<file path="src/hw/dtc_pkg.sv">
package dtc_pkg;

   // Register addresses on the special function register port.
   localparam logic [7:0] ADDR_CONTROL = 8'h88;
   localparam logic [7:0] ADDR_MODE    = 8'h89;
   localparam logic [7:0] ADDR_LOW0    = 8'h8a;
   localparam logic [7:0] ADDR_LOW1    = 8'h8b;
   localparam logic [7:0] ADDR_HIGH0   = 8'h8c;
   localparam logic [7:0] ADDR_HIGH1   = 8'h8d;

   // Field positions in the control register.
   localparam int CTL_OVF1 = 7;
   localparam int CTL_RUN1 = 6;
   localparam int CTL_OVF0 = 5;
   localparam int CTL_RUN0 = 4;

   // Field positions in the mode select register, per timer nibble.
   localparam int MOD_GATE    = 3;
   localparam int MOD_COUNTER = 2;
   localparam int MOD_HI      = 1;
   localparam int MOD_LO      = 0;
   localparam int MOD_NIBBLE1 = 4;

   // Reset values.
   localparam logic [7:0] RST_CONTROL = 8'h00;
   localparam logic [7:0] RST_MODE    = 8'h00;
   localparam logic [7:0] RST_COUNT   = 8'h00;

   // Timing: one machine cycle is twelve processor clocks.
   localparam int MC_CLOCKS = 12;
   localparam int MC_CW     = 4;

   typedef enum logic [1:0] {
      DTC_MODE_13BIT,
      DTC_MODE_16BIT,
      DTC_MODE_RELOAD,
      DTC_MODE_SPLIT
   } dtc_mode_t;

   // Register write request.
   typedef struct packed {
      logic       wr;
      logic [7:0] addr;
      logic [7:0] data;
   } dtc_wreq_t;

   // Per timer configuration decoded from one mode nibble.
   typedef struct packed {
      logic      gate;
      logic      counter;
      dtc_mode_t mode;
   } dtc_cfg_t;

endpackage

</file>
<file path="src/hw/dtc_timer.sv">
`timescale 1ns/100ps
// Contract
// - Two independent 16-bit timer/counters, 0 and 1, timer or event counter.
// - Timer operation counts once per machine cycle of twelve clocks.
// - Counter operation counts falling edges on that timer's count input.
// - Edge recognition takes two machine cycles; max rate one twenty-fourth of the clock.
// - Control bit 6 starts timer 1, bit 4 starts timer 0.
// - Two-bit mode: 00 13-bit, 01 16-bit, 10 reload, 11 special.
// - 13-bit mode uses low five bits of low byte and high byte.
// - 13-bit mode zeroes the low byte's upper three bits on every count step.
// - Reload mode counts low byte; on overflow loads it from high byte.
// - Timer 1 in mode 11 stops counting.
// - Timer 0 in mode 11 becomes two independent 8-bit counters.
// - Split low byte uses timer 0 controls; high byte uses run bit one.
// - Counter-select bit 1 counts events, 0 counts machine cycles.
// - Overflow sets flag; software or interrupt service clears it.
// - Clearing a run bit halts the timer, count unchanged.
module dtc_timer (
   input  wire logic       clk_in,
   input  wire logic       nrst_in,
   input  wire logic       sfr_wr_in,
   input  wire logic [7:0] sfr_addr_in,
   input  wire logic [7:0] sfr_wdata_in,
   output logic      [7:0] sfr_rdata_out,
   input  wire logic       count_input_zero_in,
   input  wire logic       count_input_one_in,
   input  wire logic       gate_pin_zero_in,
   input  wire logic       gate_pin_one_in,
   input  wire logic       irq_ack_zero_in,
   input  wire logic       irq_ack_one_in,
   output logic            overflow_flag_zero_out,
   output logic            overflow_flag_one_out
);

   dtc_pkg::dtc_wreq_t wreq;
   assign wreq = '{wr: sfr_wr_in, addr: sfr_addr_in, data: sfr_wdata_in};

   logic [7:0] control_ff;
   logic [7:0] mode_ff;
   logic [7:0] count_low_zero_ff;
   logic [7:0] count_low_one_ff;
   logic [7:0] count_high_zero_ff;
   logic [7:0] count_high_one_ff;
   logic [7:0] rdata_ff;

   // Machine cycle prescaler.
   logic [dtc_pkg::MC_CW-1:0] presc_ff;
   logic                      mc_tick;
   assign mc_tick = (presc_ff == dtc_pkg::MC_CW'(dtc_pkg::MC_CLOCKS - 1));

   always_ff @(posedge clk_in or negedge nrst_in) begin
      if (!nrst_in) begin
         presc_ff <= '0;
      end else if (mc_tick) begin
         presc_ff <= '0;
      end else begin
         presc_ff <= presc_ff + 1'b1;
      end
   end

   // Pins cross into the clock domain through two flops, then count pins are
   // sampled once per machine cycle; a fall seen across two samples is an event.
   // The slow sampling is what needs the source to hold each level.
   logic [3:0] pin_raw;
   logic [3:0] sync1_ff;
   logic [3:0] sync2_ff;
   logic [1:0] samp_ff;
   logic [1:0] samp_old_ff;
   logic [1:0] fall_ff;
   assign pin_raw = {gate_pin_one_in, gate_pin_zero_in,
                     count_input_one_in, count_input_zero_in};

   always_ff @(posedge clk_in or negedge nrst_in) begin
      if (!nrst_in) begin
         sync1_ff    <= '0;
         sync2_ff    <= '0;
         samp_ff     <= '0;
         samp_old_ff <= '0;
         fall_ff     <= '0;
      end else begin
         sync1_ff <= pin_raw;
         sync2_ff <= sync1_ff;
         if (mc_tick) begin
            samp_ff     <= sync2_ff[1:0];
            samp_old_ff <= samp_ff;
            fall_ff     <= samp_old_ff & ~samp_ff;
         end else begin
            fall_ff <= '0;
         end
      end
   end

   function automatic dtc_pkg::dtc_cfg_t decode_cfg(input logic [3:0] nib);
      decode_cfg.gate    = nib[dtc_pkg::MOD_GATE];
      decode_cfg.counter = nib[dtc_pkg::MOD_COUNTER];
      decode_cfg.mode    = dtc_pkg::dtc_mode_t'(
         {nib[dtc_pkg::MOD_HI], nib[dtc_pkg::MOD_LO]});
   endfunction

   dtc_pkg::dtc_cfg_t cfg0;
   dtc_pkg::dtc_cfg_t cfg1;
   assign cfg0 = decode_cfg(mode_ff[3:0]);
   assign cfg1 = decode_cfg(mode_ff[dtc_pkg::MOD_NIBBLE1 +: 4]);

   logic run0;
   logic run1;
   assign run0 = control_ff[dtc_pkg::CTL_RUN0];
   assign run1 = control_ff[dtc_pkg::CTL_RUN1];

   // Gate high means the gating pin must also be high to count.
   logic en0;
   logic en1;
   assign en0 = run0 & (~cfg0.gate | sync2_ff[2]);
   assign en1 = run1 & (~cfg1.gate | sync2_ff[3]);

   logic inc0;
   logic inc1;
   logic inc0h;
   assign inc0 = en0 & (cfg0.counter ? fall_ff[0] : mc_tick);
   assign inc1 = en1 & (cfg1.counter ? fall_ff[1] : mc_tick)
                 & (cfg1.mode != dtc_pkg::DTC_MODE_SPLIT);
   // Split high byte always times machine cycles under run bit one.
   assign inc0h = run1 & mc_tick;

   logic split0;
   assign split0 = (cfg0.mode == dtc_pkg::DTC_MODE_SPLIT);

   // Next count values for one timer.
   function automatic logic [16:0] step(input dtc_pkg::dtc_mode_t m,
                                        input logic [7:0] lo,
                                        input logic [7:0] hi);
      logic [13:0] s13;
      logic [16:0] s16;
      logic [8:0]  s8;
      s13 = {1'b0, hi, lo[4:0]} + 14'h0001;
      s16 = {1'b0, hi, lo} + 17'h0_0001;
      s8  = {1'b0, lo} + 9'h001;
      case (m)
         dtc_pkg::DTC_MODE_13BIT: begin
            step = {s13[13], s13[12:5], 3'b000, s13[4:0]};
         end
         dtc_pkg::DTC_MODE_16BIT: begin
            step = s16;
         end
         dtc_pkg::DTC_MODE_RELOAD: begin
            step = {s8[8], hi, s8[8] ? hi : s8[7:0]};
         end
         default: begin
            step = {s8[8], hi, s8[7:0]};
         end
      endcase
   endfunction

   logic [16:0] st0;
   logic [16:0] st1;
   logic [8:0]  st0h;
   assign st0  = step(cfg0.mode, count_low_zero_ff, count_high_zero_ff);
   assign st1  = step(cfg1.mode, count_low_one_ff, count_high_one_ff);
   assign st0h = {1'b0, count_high_zero_ff} + 9'h001;

   logic ovf0;
   logic ovf1;
   logic ovf0h;
   assign ovf0  = inc0 & st0[16];
   assign ovf0h = split0 & inc0h & st0h[8];
   assign ovf1  = inc1 & st1[16];

   logic wr_ctl;
   logic wr_mod;
   logic wr_l0;
   logic wr_l1;
   logic wr_h0;
   logic wr_h1;
   assign wr_ctl = wreq.wr & (wreq.addr == dtc_pkg::ADDR_CONTROL);
   assign wr_mod = wreq.wr & (wreq.addr == dtc_pkg::ADDR_MODE);
   assign wr_l0  = wreq.wr & (wreq.addr == dtc_pkg::ADDR_LOW0);
   assign wr_l1  = wreq.wr & (wreq.addr == dtc_pkg::ADDR_LOW1);
   assign wr_h0  = wreq.wr & (wreq.addr == dtc_pkg::ADDR_HIGH0);
   assign wr_h1  = wreq.wr & (wreq.addr == dtc_pkg::ADDR_HIGH1);

   // Flags: set wins over a software clear or an interrupt acknowledge.
   logic [7:0] nxt_control;
   assign nxt_control = {
      ovf1 | ovf0h | ((wr_ctl ? wreq.data[dtc_pkg::CTL_OVF1]
                               : control_ff[dtc_pkg::CTL_OVF1])
                      & ~irq_ack_one_in),
      wr_ctl ? wreq.data[dtc_pkg::CTL_RUN1] : run1,
      ovf0 | ((wr_ctl ? wreq.data[dtc_pkg::CTL_OVF0]
                      : control_ff[dtc_pkg::CTL_OVF0])
              & ~irq_ack_zero_in),
      wr_ctl ? wreq.data[dtc_pkg::CTL_RUN0] : run0,
      wr_ctl ? wreq.data[3:0] : control_ff[3:0]
   };

   // Counts: a software write takes precedence over a count step.
   logic [7:0] nxt_l0;
   logic [7:0] nxt_h0;
   logic [7:0] nxt_l1;
   logic [7:0] nxt_h1;
   assign nxt_l0 = wr_l0 ? wreq.data :
                   inc0 ? st0[7:0] : count_low_zero_ff;
   assign nxt_h0 = wr_h0 ? wreq.data :
                   split0 ? (inc0h ? st0h[7:0] : count_high_zero_ff) :
                   inc0 ? st0[15:8] : count_high_zero_ff;
   assign nxt_l1 = wr_l1 ? wreq.data :
                   inc1 ? st1[7:0] : count_low_one_ff;
   assign nxt_h1 = wr_h1 ? wreq.data :
                   inc1 ? st1[15:8] : count_high_one_ff;

   logic [7:0] rd_mux;
   assign rd_mux =
      (sfr_addr_in == dtc_pkg::ADDR_CONTROL) ? control_ff :
      (sfr_addr_in == dtc_pkg::ADDR_MODE)    ? mode_ff :
      (sfr_addr_in == dtc_pkg::ADDR_LOW0)    ? count_low_zero_ff :
      (sfr_addr_in == dtc_pkg::ADDR_LOW1)    ? count_low_one_ff :
      (sfr_addr_in == dtc_pkg::ADDR_HIGH0)   ? count_high_zero_ff :
      (sfr_addr_in == dtc_pkg::ADDR_HIGH1)   ? count_high_one_ff : 8'h00;

   always_ff @(posedge clk_in or negedge nrst_in) begin
      if (!nrst_in) begin
         control_ff         <= dtc_pkg::RST_CONTROL;
         mode_ff            <= dtc_pkg::RST_MODE;
         count_low_zero_ff  <= dtc_pkg::RST_COUNT;
         count_low_one_ff   <= dtc_pkg::RST_COUNT;
         count_high_zero_ff <= dtc_pkg::RST_COUNT;
         count_high_one_ff  <= dtc_pkg::RST_COUNT;
         rdata_ff           <= 8'h00;
      end else begin
         control_ff         <= nxt_control;
         mode_ff            <= wr_mod ? wreq.data : mode_ff;
         count_low_zero_ff  <= nxt_l0;
         count_low_one_ff   <= nxt_l1;
         count_high_zero_ff <= nxt_h0;
         count_high_one_ff  <= nxt_h1;
         rdata_ff           <= rd_mux;
      end
   end

   assign sfr_rdata_out          = rdata_ff;
   assign overflow_flag_zero_out = control_ff[dtc_pkg::CTL_OVF0];
   assign overflow_flag_one_out  = control_ff[dtc_pkg::CTL_OVF1];

endmodule

</file>
<file path="config.mk">
export PLATFORM = sky130hd
export DESIGN_NAME = dtc_timer
export DESIGN_NICKNAME = d
export VERILOG_FILES = /design/src/hw/dtc_pkg.sv /design/src/hw/dtc_timer.sv
export SDC_FILE = /design/constraint.sdc
export NUM_CORES = 1
export LEC_CHECK = 0
export ABC_AREA = 0
export BUFFER_PORTS_ARGS = -buffer_cell sky130_fd_sc_hd__buf_4
export CAP_MARGIN = 20
export CORE_ASPECT_RATIO = 1.75
export CORE_MARGIN = 5
export CORE_UTILIZATION = 48
export CTS_BUF_LIST = sky130_fd_sc_hd__clkbuf_4 sky130_fd_sc_hd__clkbuf_8
export CTS_CLUSTER_SIZE = 40
export DETAILED_ROUTE_END_ITERATION = 6
export GPL_TIMING_DRIVEN = 0
export PLACE_DENSITY = 0.67
export SYNTH_ARGS = -nofsm -noshare
export SYNTH_HDL_FRONTEND = slang
export SYNTH_SLANG_ARGS = --single-unit
</file>
<file path="constraint.sdc">
create_clock -name clk_in -period 2 [get_ports clk_in]
set_input_delay 0.5 -clock clk_in [delete_from_list [all_inputs] [get_ports clk_in]]
set_output_delay 0.5 -clock clk_in [all_outputs]
set_load 0.02 [all_outputs]
</file>
==> results of run 1 <==
## where the power goes
part           internal (uW)  total [uW]  leakage [uW]  switching, uW
Combinational            330         835       0.00136            505
Sequential              1590        1730      0.000867            141
Clock                    592        1190      0.000100            601
Total                   2510        3760       0.00233           1250
## kinds of logic after synthesis
family	count (synthesis)	share of synthesized area, %
simple gates	192	21.5
compound gates	154	22.7
flops	74	39.1
buf+inv	44	3.85
mux	33	7.47
xor+xnor	18	3.33
fa+ha+maj	8	2.11
## metal layers
metal,up-vias,GRT usage (%)
met3,77,4.24
met4,0,17.5
met2,202,46.6
met5,-,0
met1,2212,28.6
li1,2082,-
## layout make-up
cell class	count	area, sq um	share of cell area [%]
multi-input combinational	405	2890	50.2
sequential	74	1860	32.3
timing repair buffer	57	444	7.72
buffer	28	168	2.91
tap	125	156	2.72
clock buffer	10	131	2.28
clock inverter	6	65.1	1.13
inverter	12	45.0	0.782
## flip-flops by register name, indices dropped and copies added (netlist names)
name / flops
sync2_ff: 4
count_high_zero_ff: 8
count_low_zero_ff: 8
sfr_rdata_out: 8
presc_ff: 4
mode_ff: 8
count_high_one_ff: 8
sync1_ff: 4
samp_ff: 2
count_low_one_ff: 8
control_ff: 8
samp_old_ff: 2
fall_ff: 2
## cell usage after synthesis (10+ instances only)
library cell / n
dfrtp_1: 74
nand2_1: 73
nor2_1: 41
o21ai_0: 32
a21oi_1: 26
clkbuf_1: 19
mux2_2: 19
nand3_1: 16
mux2i_1: 14
o31ai_1: 13
inv_1: 12
xor2_1: 10
## stage by stage
| stage | utilization, % | instances | hold slack [ns] | area [sq um] |
|---|---|---|---|---|
| 2_1_floorplan | - | 523 | 0.204 | 4750 |
| 3_3_place_gp | 52.6 | 681 | 0.332 | 5150 |
| 3_5_place_dp | 52.6 | 681 | 0.339 | 5150 |
| 4_1_cts | 56.5 | 708 | 0.214 | 5530 |
| 5_1_grt | 58.8 | 717 | 0.210 | 5760 |
| 6_report | 58.8 | 717 | 0.237 | 5760 |
## critical path, stage by stage (launching register included)
cell	delay, ns
dfrtp_1	0.42
ha_4	0.16
nand4_1	0.17
buf_4	0.20
or3_4	0.37
a211oi_4	0.33
xnor2_1	0.17
o21ai_1	0.08
## final timing paths
check | slack [ns] | start | cells past startpoint | endpoint
worst max-delay path | -0.02 | count_low_one_ff[0] | 7 | count_high_one_ff[2]
worst min-delay path | 0.24 | gate_pin_one_in | 1 | sync1_ff[3]
worst max register to register | -0.02 | count_low_one_ff[0] | 7 | count_high_one_ff[2]
worst min register to register | 0.36 | sync1_ff[1] | 0 | sync2_ff[1]
max in group asynchronous | 1.03 | nrst_in | 1 | mode_ff[5]
min in group asynchronous | 0.26 | nrst_in | 1 | sfr_rdata_out[7]
## what timing repair did
action,CTS,global route
gates resized for setup,25,50
buffers inserted,13,10
pin swaps,5,9
setup endpoints to repair,46,32
cloned,0,1
==> impl_table.tex, run 1 <==
\begin{tabular}{lr}
\hline
Metric & Value \\
\hline
\multicolumn{2}{l}{\textbf{Outcome}} \\
Outcome & finished with violations \\
Violations in the final reports & negative setup slack \\
\multicolumn{2}{l}{\textbf{Pwr}} \\
Final Total Pwr & 3760 uW \\
Pwr per Cell Area & 653 nW/um\^{}2 \\
Leakage dissipation & 0.00233 uW \\
VDD IR max & 300 uV \\
\multicolumn{2}{l}{\textbf{Global routing}} \\
Grt ovf & 0 \\
Total track usage & 26.4\% \\
Antenna violations before repair & 0 \\
Global-route wire length before repair & 24,500 um \\
Number of global-route vias before repair & 4,595 \\
Pin count of the biggest net entering global routing & 75 \\
\multicolumn{2}{l}{\textbf{CTS}} \\
Clock tree from TritonCTS & done \\
Register clock-pin slew on the reported worst setup and hold paths & 0.09 ns \\
Hold buffers post-CTS & 0 \\
Number of buffers created by CTS & 9 \\
Worst-skew pair later-pin latency & 0.37 ns \\
\# H-tree levels & 3 \\
Clk sinks & 74 \\
Library cell used as clock root buffer & clkbuf\_8 \\
CTS Buffer Depth & 2 \\
\multicolumn{2}{l}{\textbf{Yosys}} \\
Average cell area after synthesis & 9.06 sq um \\
Flop and latch count out of synthesis & 74 \\
Net Count, Synth & 556 \\
Warnings from Yosys & 0 \\
Area fraction of the dominant cell type after synthesis & 39.1\% \\
Syn Inst Count & 523 \\
Async S/R FF share, synth & 100\% \\
Cell type contributing the most total cell area after synthesis & dfrtp\_1 \\
Most common flop cell mapped by yosys & dfrtp\_1 \\
Count of cell types in the netlist & 67 \\
Sequential share of the synthesized area & 39.1\% \\
Leading cell types by total area after synthesis & dfrtp\_1 (39\%), nand2\_1 (5.8\%), mux2\_2 (4.5\%) \\
Post-synthesis instance area & 4740 sq um \\
Number of enable-type register cells in the synthesized netlist & 0 \\
\multicolumn{2}{l}{\textbf{Route}} \\
Overall via count from detail\_route & 4,573 \\
DR pass1 iterations & 5 \\
Met1 WL & 5580 um \\
Met3 wire length & 776 um \\
DRC viols & 0 \\
Detailed-routed wire length on met2 & 8350 um \\
DRT Wirelength & 15,800 um \\
Remaining antenna violation count & 0 \\
Top layer used by detailed routing & met4 \\
DR iter-0 viols & 283 \\
Avg WL per Cell & 22.0 um \\
Per-cell via count in the routed design & 6.38 \\
\multicolumn{2}{l}{\textbf{Timing}} \\
Final Hold Viols & 0 \\
Total Neg Setup Slack & -0.0188 ns \\
Slew margin rel. & 36.0\% \\
Post-layout minimum cycle time & 2.02 ns \\
Worst clock skew & 0.0120 ns \\
Period utilisation layout & 101\% \\
Number of slew-limit violations in the final report & 0 \\
RSZ-0062 raised after global routing & yes \\
Least setup slack across all paths after layout & -0.0188 ns \\
Total setup violations reported at the end of the flow & 1 \\
Maximum operating frequency & 495 MHz \\
Slew of the pin with the lowest slew margin & 0.961 ns \\
\multicolumn{2}{l}{\textbf{Job}} \\
Number of max-cap violations & 0 \\
\multicolumn{2}{l}{\textbf{Floorplan}} \\
Die Wd & 85.1 um \\
Die ar. & 12,000 sq um \\
Number of top-level pins & 35 \\
Placeable core region & 9790 sq um \\
Die height & 141 um \\
Count of standard-cell rows & 48 \\
Initial standard-cell utilization of the core & 48.4\% \\
\multicolumn{2}{l}{\textbf{Place}} \\
Detailed placer's ending HPWL & 11,200 um \\
Last weighted congestion value of the routability-driven placer & 0.971 \\
I/O Buffers & 33 \\
Pre-CTS setup slack & -0.580 ns \\
\multicolumn{2}{l}{\textbf{Layout}} \\
Commonest non-fill, non-tap cells in the layout & nand2\_1 (73), dfrtp\_1 (70), buf\_4 (57) \\
Total inserted antenna cells & 0 \\
Total Nets Final & 620 \\
Count of fill cells added during filler insertion & 888 \\
Most frequent standard cell in the layout excluding fill and tap cells & nand2\_1 \\
Fraction of layout cells with a size suffix above 1 & 26.2\% \\
Synth-to-Final Area Change & 21.4\% \\
\multicolumn{2}{l}{\textbf{Critical path}} \\
Signal arrival time at the worst endpoint & 2.26 ns \\
Worst Path Required & 2.25 ns \\
CP Max Fanout & 5 \\
Critical path type & reg -> reg \\
Element type at the critical path start & flop \\
Kind of end point of the critical path & flop \\
\multicolumn{2}{l}{\textbf{Min path}} \\
Worst min-delay path class & in -> reg \\
\hline
\end{tabular}
Note: power is estimated with default switching activity, not from simulation.
==> inputs of run 2 (changes only) <==
--- a/config.mk
+++ b/config.mk
@@ -9,13 +9,14 @@
 export BUFFER_PORTS_ARGS = -buffer_cell sky130_fd_sc_hd__buf_4
 export CAP_MARGIN = 20
 export CORE_ASPECT_RATIO = 1.75
-export CORE_MARGIN = 5
-export CORE_UTILIZATION = 48
+export CORE_MARGIN = 2
+export CORE_UTILIZATION = 57
 export CTS_BUF_LIST = sky130_fd_sc_hd__clkbuf_4 sky130_fd_sc_hd__clkbuf_8
 export CTS_CLUSTER_SIZE = 40
 export DETAILED_ROUTE_END_ITERATION = 6
 export GPL_TIMING_DRIVEN = 0
-export PLACE_DENSITY = 0.67
+export PLACE_DENSITY = 0.78
+export SKIP_LAST_GASP = 1
 export SYNTH_ARGS = -nofsm -noshare
 export SYNTH_HDL_FRONTEND = slang
 export SYNTH_SLANG_ARGS = --single-unit
==> run 2 against run 1 <==
Net effect: critical path depth is the same; utilization grew 12 points; power grew 0.39%; global-route usage grew 8.5 points; clock-buffer cell count is the same; flip-flop and latch count is the same; register-to-register slack gained 0.06 ns; sequential share of layout area shrank 0.077 points; cell count shrank 4.5%; combinational power shrank 2.4%; the flow now finishes without violations; first-iteration DRC count grew 28%; routed wire length shrank 4.8%.
==> impl_table.tex, run 2 (synthesis gave the netlist of run 1 again) <==
\begin{tabular}{lr}
\hline
Metric & Value \\
\hline
\multicolumn{2}{l}{\textbf{Place}} \\
I/O Buffers & 33 \\
Detailed placer's ending HPWL & 10,500 um \\
Cell Count Post-Placement & 648 \\
Last weighted congestion value of the routability-driven placer & 1.01 \\
\multicolumn{2}{l}{\textbf{Pwr}} \\
Clock group share of total power & 32.5\% \\
Part of the power in registers & 45.9\% \\
Switch Pwr & 1240 uW \\
Leakage dissipation & 0.00236 uW \\
Proportion of power drawn by combinational gates & 21.6\% \\
Sw frac & 32.9\% \\
Cell-internal power & 2530 uW \\
VDD IR max & 529 uV \\
Pwr per Cell Area & 654 nW/um\^{}2 \\
\multicolumn{2}{l}{\textbf{Global routing}} \\
Antenna violations before repair & 0 \\
Pin count of the biggest net entering global routing & 75 \\
Grt ovf & 0 \\
Global-route wire length before repair & 24,200 um \\
Total track usage & 35.0\% \\
Number of global-route vias before repair & 4,650 \\
\multicolumn{2}{l}{\textbf{Critical path}} \\
Worst reg-to-reg setup slack & 0.04 ns \\
CP Max Fanout & 10 \\
Worst Path Required & 2.23 ns \\
Most used cell, CP & buf\_4 \\
Longest individual stage delay on the worst path & 0.40 ns \\
Cell Chain, Critical Path & buf\_4 -> nor4b\_4 -> buf\_4 -> nand3b\_4 -> nor4b\_4 -> buf\_4 -> mux2\_2 \\
Critical path type & in -> reg \\
Slowest stage cell, crit path & nor4b\_4 \\
Element type at the critical path start & primary input \\
Kind of end point of the critical path & flop \\
Signal arrival time at the worst endpoint & 2.22 ns \\
\multicolumn{2}{l}{\textbf{Layout}} \\
Area taken by multi-input logic gates & 2940 sq um \\
Count of fill cells added during filler insertion & 624 \\
Commonest non-fill, non-tap cells in the layout & nand2\_1 (73), dfrtp\_1 (70), buf\_4 (58) \\
Fin cells & 685 \\
Seq. cell area & 1860 sq um \\
Fraction of layout cells with a size suffix above 1 & 27.0\% \\
Total inserted antenna cells & 0 \\
Most frequent standard cell in the layout excluding fill and tap cells & nand2\_1 \\
Total Nets Final & 621 \\
Synth-to-Final Area Change & 21.7\% \\
\multicolumn{2}{l}{\textbf{Route}} \\
Avg WL per Cell & 21.9 um \\
Overall via count from detail\_route & 4,604 \\
DRC viols & 0 \\
Per-cell via count in the routed design & 6.72 \\
Remaining antenna violation count & 0 \\
DR iter-0 viols & 361 \\
DR pass1 iterations & 6 \\
DRT Wirelength & 15,000 um \\
\multicolumn{2}{l}{\textbf{Timing}} \\
RSZ-0062 raised after global routing & yes \\
Maximum operating frequency & 504 MHz \\
Worst hold slack & 0.249 ns \\
Number of slew-limit violations in the final report & 0 \\
Worst clock skew & 0.0110 ns \\
Period utilisation layout & 99.1\% \\
Final Hold Viols & 0 \\
Total setup violations reported at the end of the flow & 0 \\
Post-layout minimum cycle time & 1.98 ns \\
Slew of the pin with the lowest slew margin & 0.968 ns \\
Slew margin rel. & 35.5\% \\
\multicolumn{2}{l}{\textbf{CTS}} \\
\# H-tree levels & 3 \\
Clk sinks & 74 \\
Clock tree from TritonCTS & done \\
Hold buffers post-CTS & 0 \\
CTS Buffer Depth & 2 \\
Library cell used as clock root buffer & clkbuf\_8 \\
Worst-skew pair later-pin latency & 0.35 ns \\
Number of buffers created by CTS & 9 \\
Register clock-pin slew on the reported worst setup and hold paths & 0.09 ns \\
\multicolumn{2}{l}{\textbf{Outcome}} \\
Outcome & complete, no violations \\
\multicolumn{2}{l}{\textbf{Job}} \\
Number of max-cap violations & 0 \\
\multicolumn{2}{l}{\textbf{Floorplan}} \\
Count of standard-cell rows & 44 \\
Die Wd & 72.9 um \\
Number of top-level pins & 35 \\
Placeable core region & 8200 sq um \\
Die ar. & 9090 sq um \\
Die height & 125 um \\
Initial standard-cell utilization of the core & 57.8\% \\
\multicolumn{2}{l}{\textbf{Min path}} \\
Worst min-delay path class & in -> reg \\
\hline
\end{tabular}
-- run 2: cell types whose count changed in the layout (fill, tap and decap cells not counted), moves of 2 or more --
cell       previous run  this run
a2bb2oi_1             5         3
a2bb2oi_2             0         2
clkbuf_2              5         7
clkbuf_4              3         1
clkbuf_8              9        11
clkinv_2              2         0
o21ai_2               2         0
o32ai_1               6         4
o32ai_2               0         2
-- run 2: through the flow --
stage | util (%) | setup slack (ns) | setup TNS (ns) | power [uW] | area (sq um)
final | 70.3 | 0.0177 | 0 | 3780 | 5770
after global routing | 70.3 | -0.143 | -0.302 | 3940 | 5770
after global placement | 62.3 | -0.486 | -16.24 | 2440 | 5110
after CTS | 67.3 | -0.00761 | -0.00761 | 3710 | 5520
after floorplan | - | -0.00676 | -0.0135 | 2190 | 4750
after detailed placement | 62.3 | -0.511 | -18.02 | 2460 | 5110
-- run 2: power by group through the flow --
| stage | sequential [uW] | combinational (uW) | clock (uW) |
|---|---|---|---|
| finish | 1730 | 815 | 1230 |
| global route | 1750 | 887 | 1310 |
| CTS | 1710 | 744 | 1250 |
| detailed placement | 1730 | 726 | 0 |
| global placement | 1730 | 711 | 0 |
| floorplan | 1700 | 496 | 0 |
-- run 2: repair_timing --
item | CTS | global route
cloned | 1 | 0
setup endpoints to repair | 47 | 36
setup buffers | 14 | 11
gates resized for setup | 31 | 44
pin swaps | 10 | 10
-- run 2: path summary, 6_finish.rpt --
| path | cells after the start | from | end |
|---|---|---|---|
| max | 7 | sfr_addr_in[5] | mode_ff[3] |
| min | 1 | gate_pin_one_in | sync1_ff[3] |
| max reg2reg | 9 | presc_ff[0] | count_high_zero_ff[3] |
| min reg2reg | 0 | sync1_ff[0] | sync2_ff[0] |
| max in group asynchronous | 1 | nrst_in | mode_ff[5] |
| min in group asynchronous | 1 | nrst_in | count_high_one_ff[2] |
-- run 2: worst max-delay path, delay by kind of cell --
| family | cells | cell delay, ns |
|---|---|---|
| buffers and inverters | 3 | 0.56 |
| multiplexers | 1 | 0.35 |
| AND/OR/NAND/NOR | 3 | 0.81 |
-- run 2: layout make-up --
cell class                      instances  area share (%)
Sequential cell                        74            32.2
Timing Repair Buffer                   59            7.76
Clock buffer                           10            2.39
Multi-Input combinational cell        405            50.9
Clock inverter                          6            1.26
Inverter                               12           0.781
Tap cell                               92            1.99
Buffer                                 27            2.71
-- run 2: metal layers --
layer,vias up,global-route usage (%),part of all wire [%]
met2,196,58.7,52
met4,0,21.6,6.6
met5,-,0,0
met3,68,5.66,4.7
li1,2091,-,-
met1,2249,40.2,37
==> inputs of run 3 (changes only) <==
--- a/config.mk
+++ b/config.mk
@@ -7,15 +7,15 @@
 export LEC_CHECK = 0
 export ABC_AREA = 0
 export BUFFER_PORTS_ARGS = -buffer_cell sky130_fd_sc_hd__buf_4
-export CAP_MARGIN = 20
+export CAP_MARGIN = 10
 export CORE_ASPECT_RATIO = 1.75
 export CORE_MARGIN = 2
-export CORE_UTILIZATION = 57
+export CORE_UTILIZATION = 59
 export CTS_BUF_LIST = sky130_fd_sc_hd__clkbuf_4 sky130_fd_sc_hd__clkbuf_8
 export CTS_CLUSTER_SIZE = 40
 export DETAILED_ROUTE_END_ITERATION = 6
 export GPL_TIMING_DRIVEN = 0
-export PLACE_DENSITY = 0.78
+export PLACE_DENSITY = 0.77
 export SKIP_LAST_GASP = 1
 export SYNTH_ARGS = -nofsm -noshare
 export SYNTH_HDL_FRONTEND = slang
==> constraint.sdc (replaced) <==
create_clock -name clk_in -period 2.39 [get_ports clk_in]
set_input_delay 0.5975 -clock clk_in [delete_from_list [all_inputs] [get_ports clk_in]]
set_output_delay 0.5975 -clock clk_in [all_outputs]
set_load 0.02 [all_outputs]
==> run 3 against run 2 <==
Net effect: combinational power shrank 23%; die area shrank 3.2%; flip-flop and latch count unchanged; clock skew is 0.0026 ns higher; design area is 7.2% lower; first-iteration DRC count is 8.9% lower; cell count fell by 3.1%; non-clock buffer count is 18 lower; via count shrank 2.6%; critical path type unchanged.
==> impl_table.tex, run 3 (synthesis gave the netlist of run 1 again) <==
\begin{tabular}{lr}
\hline
Metric & Value \\
\hline
\multicolumn{2}{l}{\textbf{Pwr}} \\
VDD IR max & 576 uV \\
Leakage dissipation & 0.00220 uW \\
Pwr per Cell Area & 586 nW/um\^{}2 \\
\multicolumn{2}{l}{\textbf{Route}} \\
Per-cell via count in the routed design & 6.75 \\
DR iter-0 viols & 329 \\
Remaining antenna violation count & 0 \\
DRC viols & 0 \\
DR pass1 iterations & 6 \\
Avg WL per Cell & 21.8 um \\
DRT Wirelength & 14,400 um \\
Overall via count from detail\_route & 4,483 \\
\multicolumn{2}{l}{\textbf{Timing}} \\
Total Neg Setup Slack & 0 ns \\
Slew of the pin with the lowest slew margin & 0.948 ns \\
RSZ-0062 raised after global routing & yes \\
Slew margin rel. & 36.8\% \\
Final Hold Viols & 0 \\
Total setup violations reported at the end of the flow & 0 \\
Maximum operating frequency & 438 MHz \\
Worst clock skew & 0.0137 ns \\
Post-layout minimum cycle time & 2.29 ns \\
Number of slew-limit violations in the final report & 0 \\
Worst hold slack & 0.337 ns \\
Period utilisation layout & 95.6\% \\
\multicolumn{2}{l}{\textbf{Floorplan}} \\
Die ar. & 8800 sq um \\
Placeable core region & 7860 sq um \\
Die height & 123 um \\
Count of standard-cell rows & 43 \\
Number of top-level pins & 35 \\
Initial standard-cell utilization of the core & 60.4\% \\
Die Wd & 71.8 um \\
\multicolumn{2}{l}{\textbf{Global routing}} \\
Number of global-route vias before repair & 4,425 \\
M2 GR Usage & 59.6\% \\
Grt ovf & 0 \\
Met1 routing resource usage after global routing & 39.0\% \\
Global-route wire length before repair & 23,200 um \\
Grt met3 use & 5.09\% \\
Pin count of the biggest net entering global routing & 75 \\
Total track usage & 35.1\% \\
Antenna violations before repair & 0 \\
Busiest metal layer after global routing & met2 \\
\multicolumn{2}{l}{\textbf{Place}} \\
Cell Count Post-Placement & 646 \\
I/O Buffers & 33 \\
Last weighted congestion value of the routability-driven placer & 0.975 \\
Detailed placer's ending HPWL & 10,500 um \\
\multicolumn{2}{l}{\textbf{Critical path}} \\
CP Max Fanout & 10 \\
Signal arrival time at the worst endpoint & 2.54 ns \\
Kind of end point of the critical path & flop \\
Most used cell, CP & buf\_4 \\
Cell Chain, Critical Path & buf\_4 -> nor4b\_4 -> nand3b\_4 -> nor4b\_2 -> buf\_4 -> mux2\_2 \\
Element type at the critical path start & primary input \\
Family with the most delay on the worst path & simple AND/OR/NAND/NOR gates \\
Critical path type & in -> reg \\
Worst Path Required & 2.64 ns \\
Crit path buffers/inverters & 2 \\
Longest individual stage delay on the worst path & 0.55 ns \\
Slowest stage cell, crit path & nor4b\_2 \\
\multicolumn{2}{l}{\textbf{Layout}} \\
Fin cells & 664 \\
Count of fill cells added during filler insertion & 689 \\
Most frequent standard cell in the layout excluding fill and tap cells & dfrtp\_1 \\
Util after Layout & 68.2\% \\
Fraction of layout cells with a size suffix above 1 & 17.4\% \\
Synth-to-Final Area Change & 12.9\% \\
Total Nets Final & 603 \\
Total inserted antenna cells & 0 \\
Commonest non-fill, non-tap cells in the layout & dfrtp\_1 (74), nand2\_1 (73), nor2\_1 (41) \\
\multicolumn{2}{l}{\textbf{CTS}} \\
Clk sinks & 74 \\
Register clock-pin slew on the reported worst setup and hold paths & 0.08 ns \\
\# H-tree levels & 3 \\
Number of buffers created by CTS & 9 \\
CTS Buffer Depth & 2 \\
Library cell used as clock root buffer & clkbuf\_8 \\
Hold buffers post-CTS & 0 \\
Clock tree from TritonCTS & done \\
Worst-skew pair later-pin latency & 0.36 ns \\
\multicolumn{2}{l}{\textbf{Job}} \\
Number of max-cap violations & 0 \\
\multicolumn{2}{l}{\textbf{Outcome}} \\
Outcome & complete, no violations \\
\multicolumn{2}{l}{\textbf{Min path}} \\
Worst min-delay path class & in -> reg \\
\hline
\end{tabular}
run 3: cell types whose count changed in the layout (fill, tap and decap cells not counted), moves of 3 or more:
cell / change
dfrtp_1: +4
clkbuf_2: -3
dfrtp_2: -4
clkbuf_1: +9
buf_4: -22
ha_2: -3
buf_6: -3
ha_1: +4
o2111ai_1: +3
o21ai_1: -5
o21ai_0: +5
run 3: cell type report:
| cell class | count | area, sq um | share of cell area, % |
|---|---|---|---|
| repair buffers | 36 | 270 | 5.05 |
| flip-flops and latches | 74 | 1850 | 34.6 |
| well taps | 90 | 113 | 2.10 |
| clock buffers | 9 | 124 | 2.31 |
| inverters | 12 | 45.0 | 0.841 |
| plain buffers | 32 | 143 | 2.66 |
| clock inverters | 6 | 90.1 | 1.68 |
| multi-input cells | 405 | 2720 | 50.8 |
run 3: worst paths after layout:
check | from | endpoint | slack, ns | cells past startpoint
worst min register to register | sync1_ff[1] | sync2_ff[1] | 0.35 | 0
max in group asynchronous | nrst_in | control_ff[0] | 1.39 | 1
worst min-delay path | count_input_zero_in | sync1_ff[0] | 0.34 | 1
worst max register to register | count_low_one_ff[0] | count_high_one_ff[2] | 0.13 | 6
min in group asynchronous | nrst_in | count_low_one_ff[7] | 0.36 | 1
worst max-delay path | sfr_addr_in[5] | mode_ff[3] | 0.10 | 6
run 3: routing by layer:
layer  vias up  wire length [um]
met5         -                 0
met2       199              7340
met3        84               707
met4         0              1130
li1       2057                 -
met1      2143              5260
run 3: repair_timing:
item                                    CTS  global route
gates resized for setup                   0             7
setup buffers                             0             2
endpoints found under the setup margin    0            13
run 3: metrics by stage:
step | area (sq um) | total power [uW] | setup slack, ns
2_1_floorplan | 4740 | 1830 | 0.233
3_3_place_gp | 5100 | 2050 | -0.214
3_5_place_dp | 5100 | 2070 | -0.238
4_1_cts | 5320 | 3120 | 0.0553
5_1_grt | 5350 | 3260 | 0.00318
6_report | 5350 | 3140 | 0.104
run 3: power by group:
part           total, uW  switching [uW]  internal, uW  leakage [uW]
logic                631             399           232       0.00122
clock network       1070             488           585      0.000106
registers           1440             105          1330      0.000870
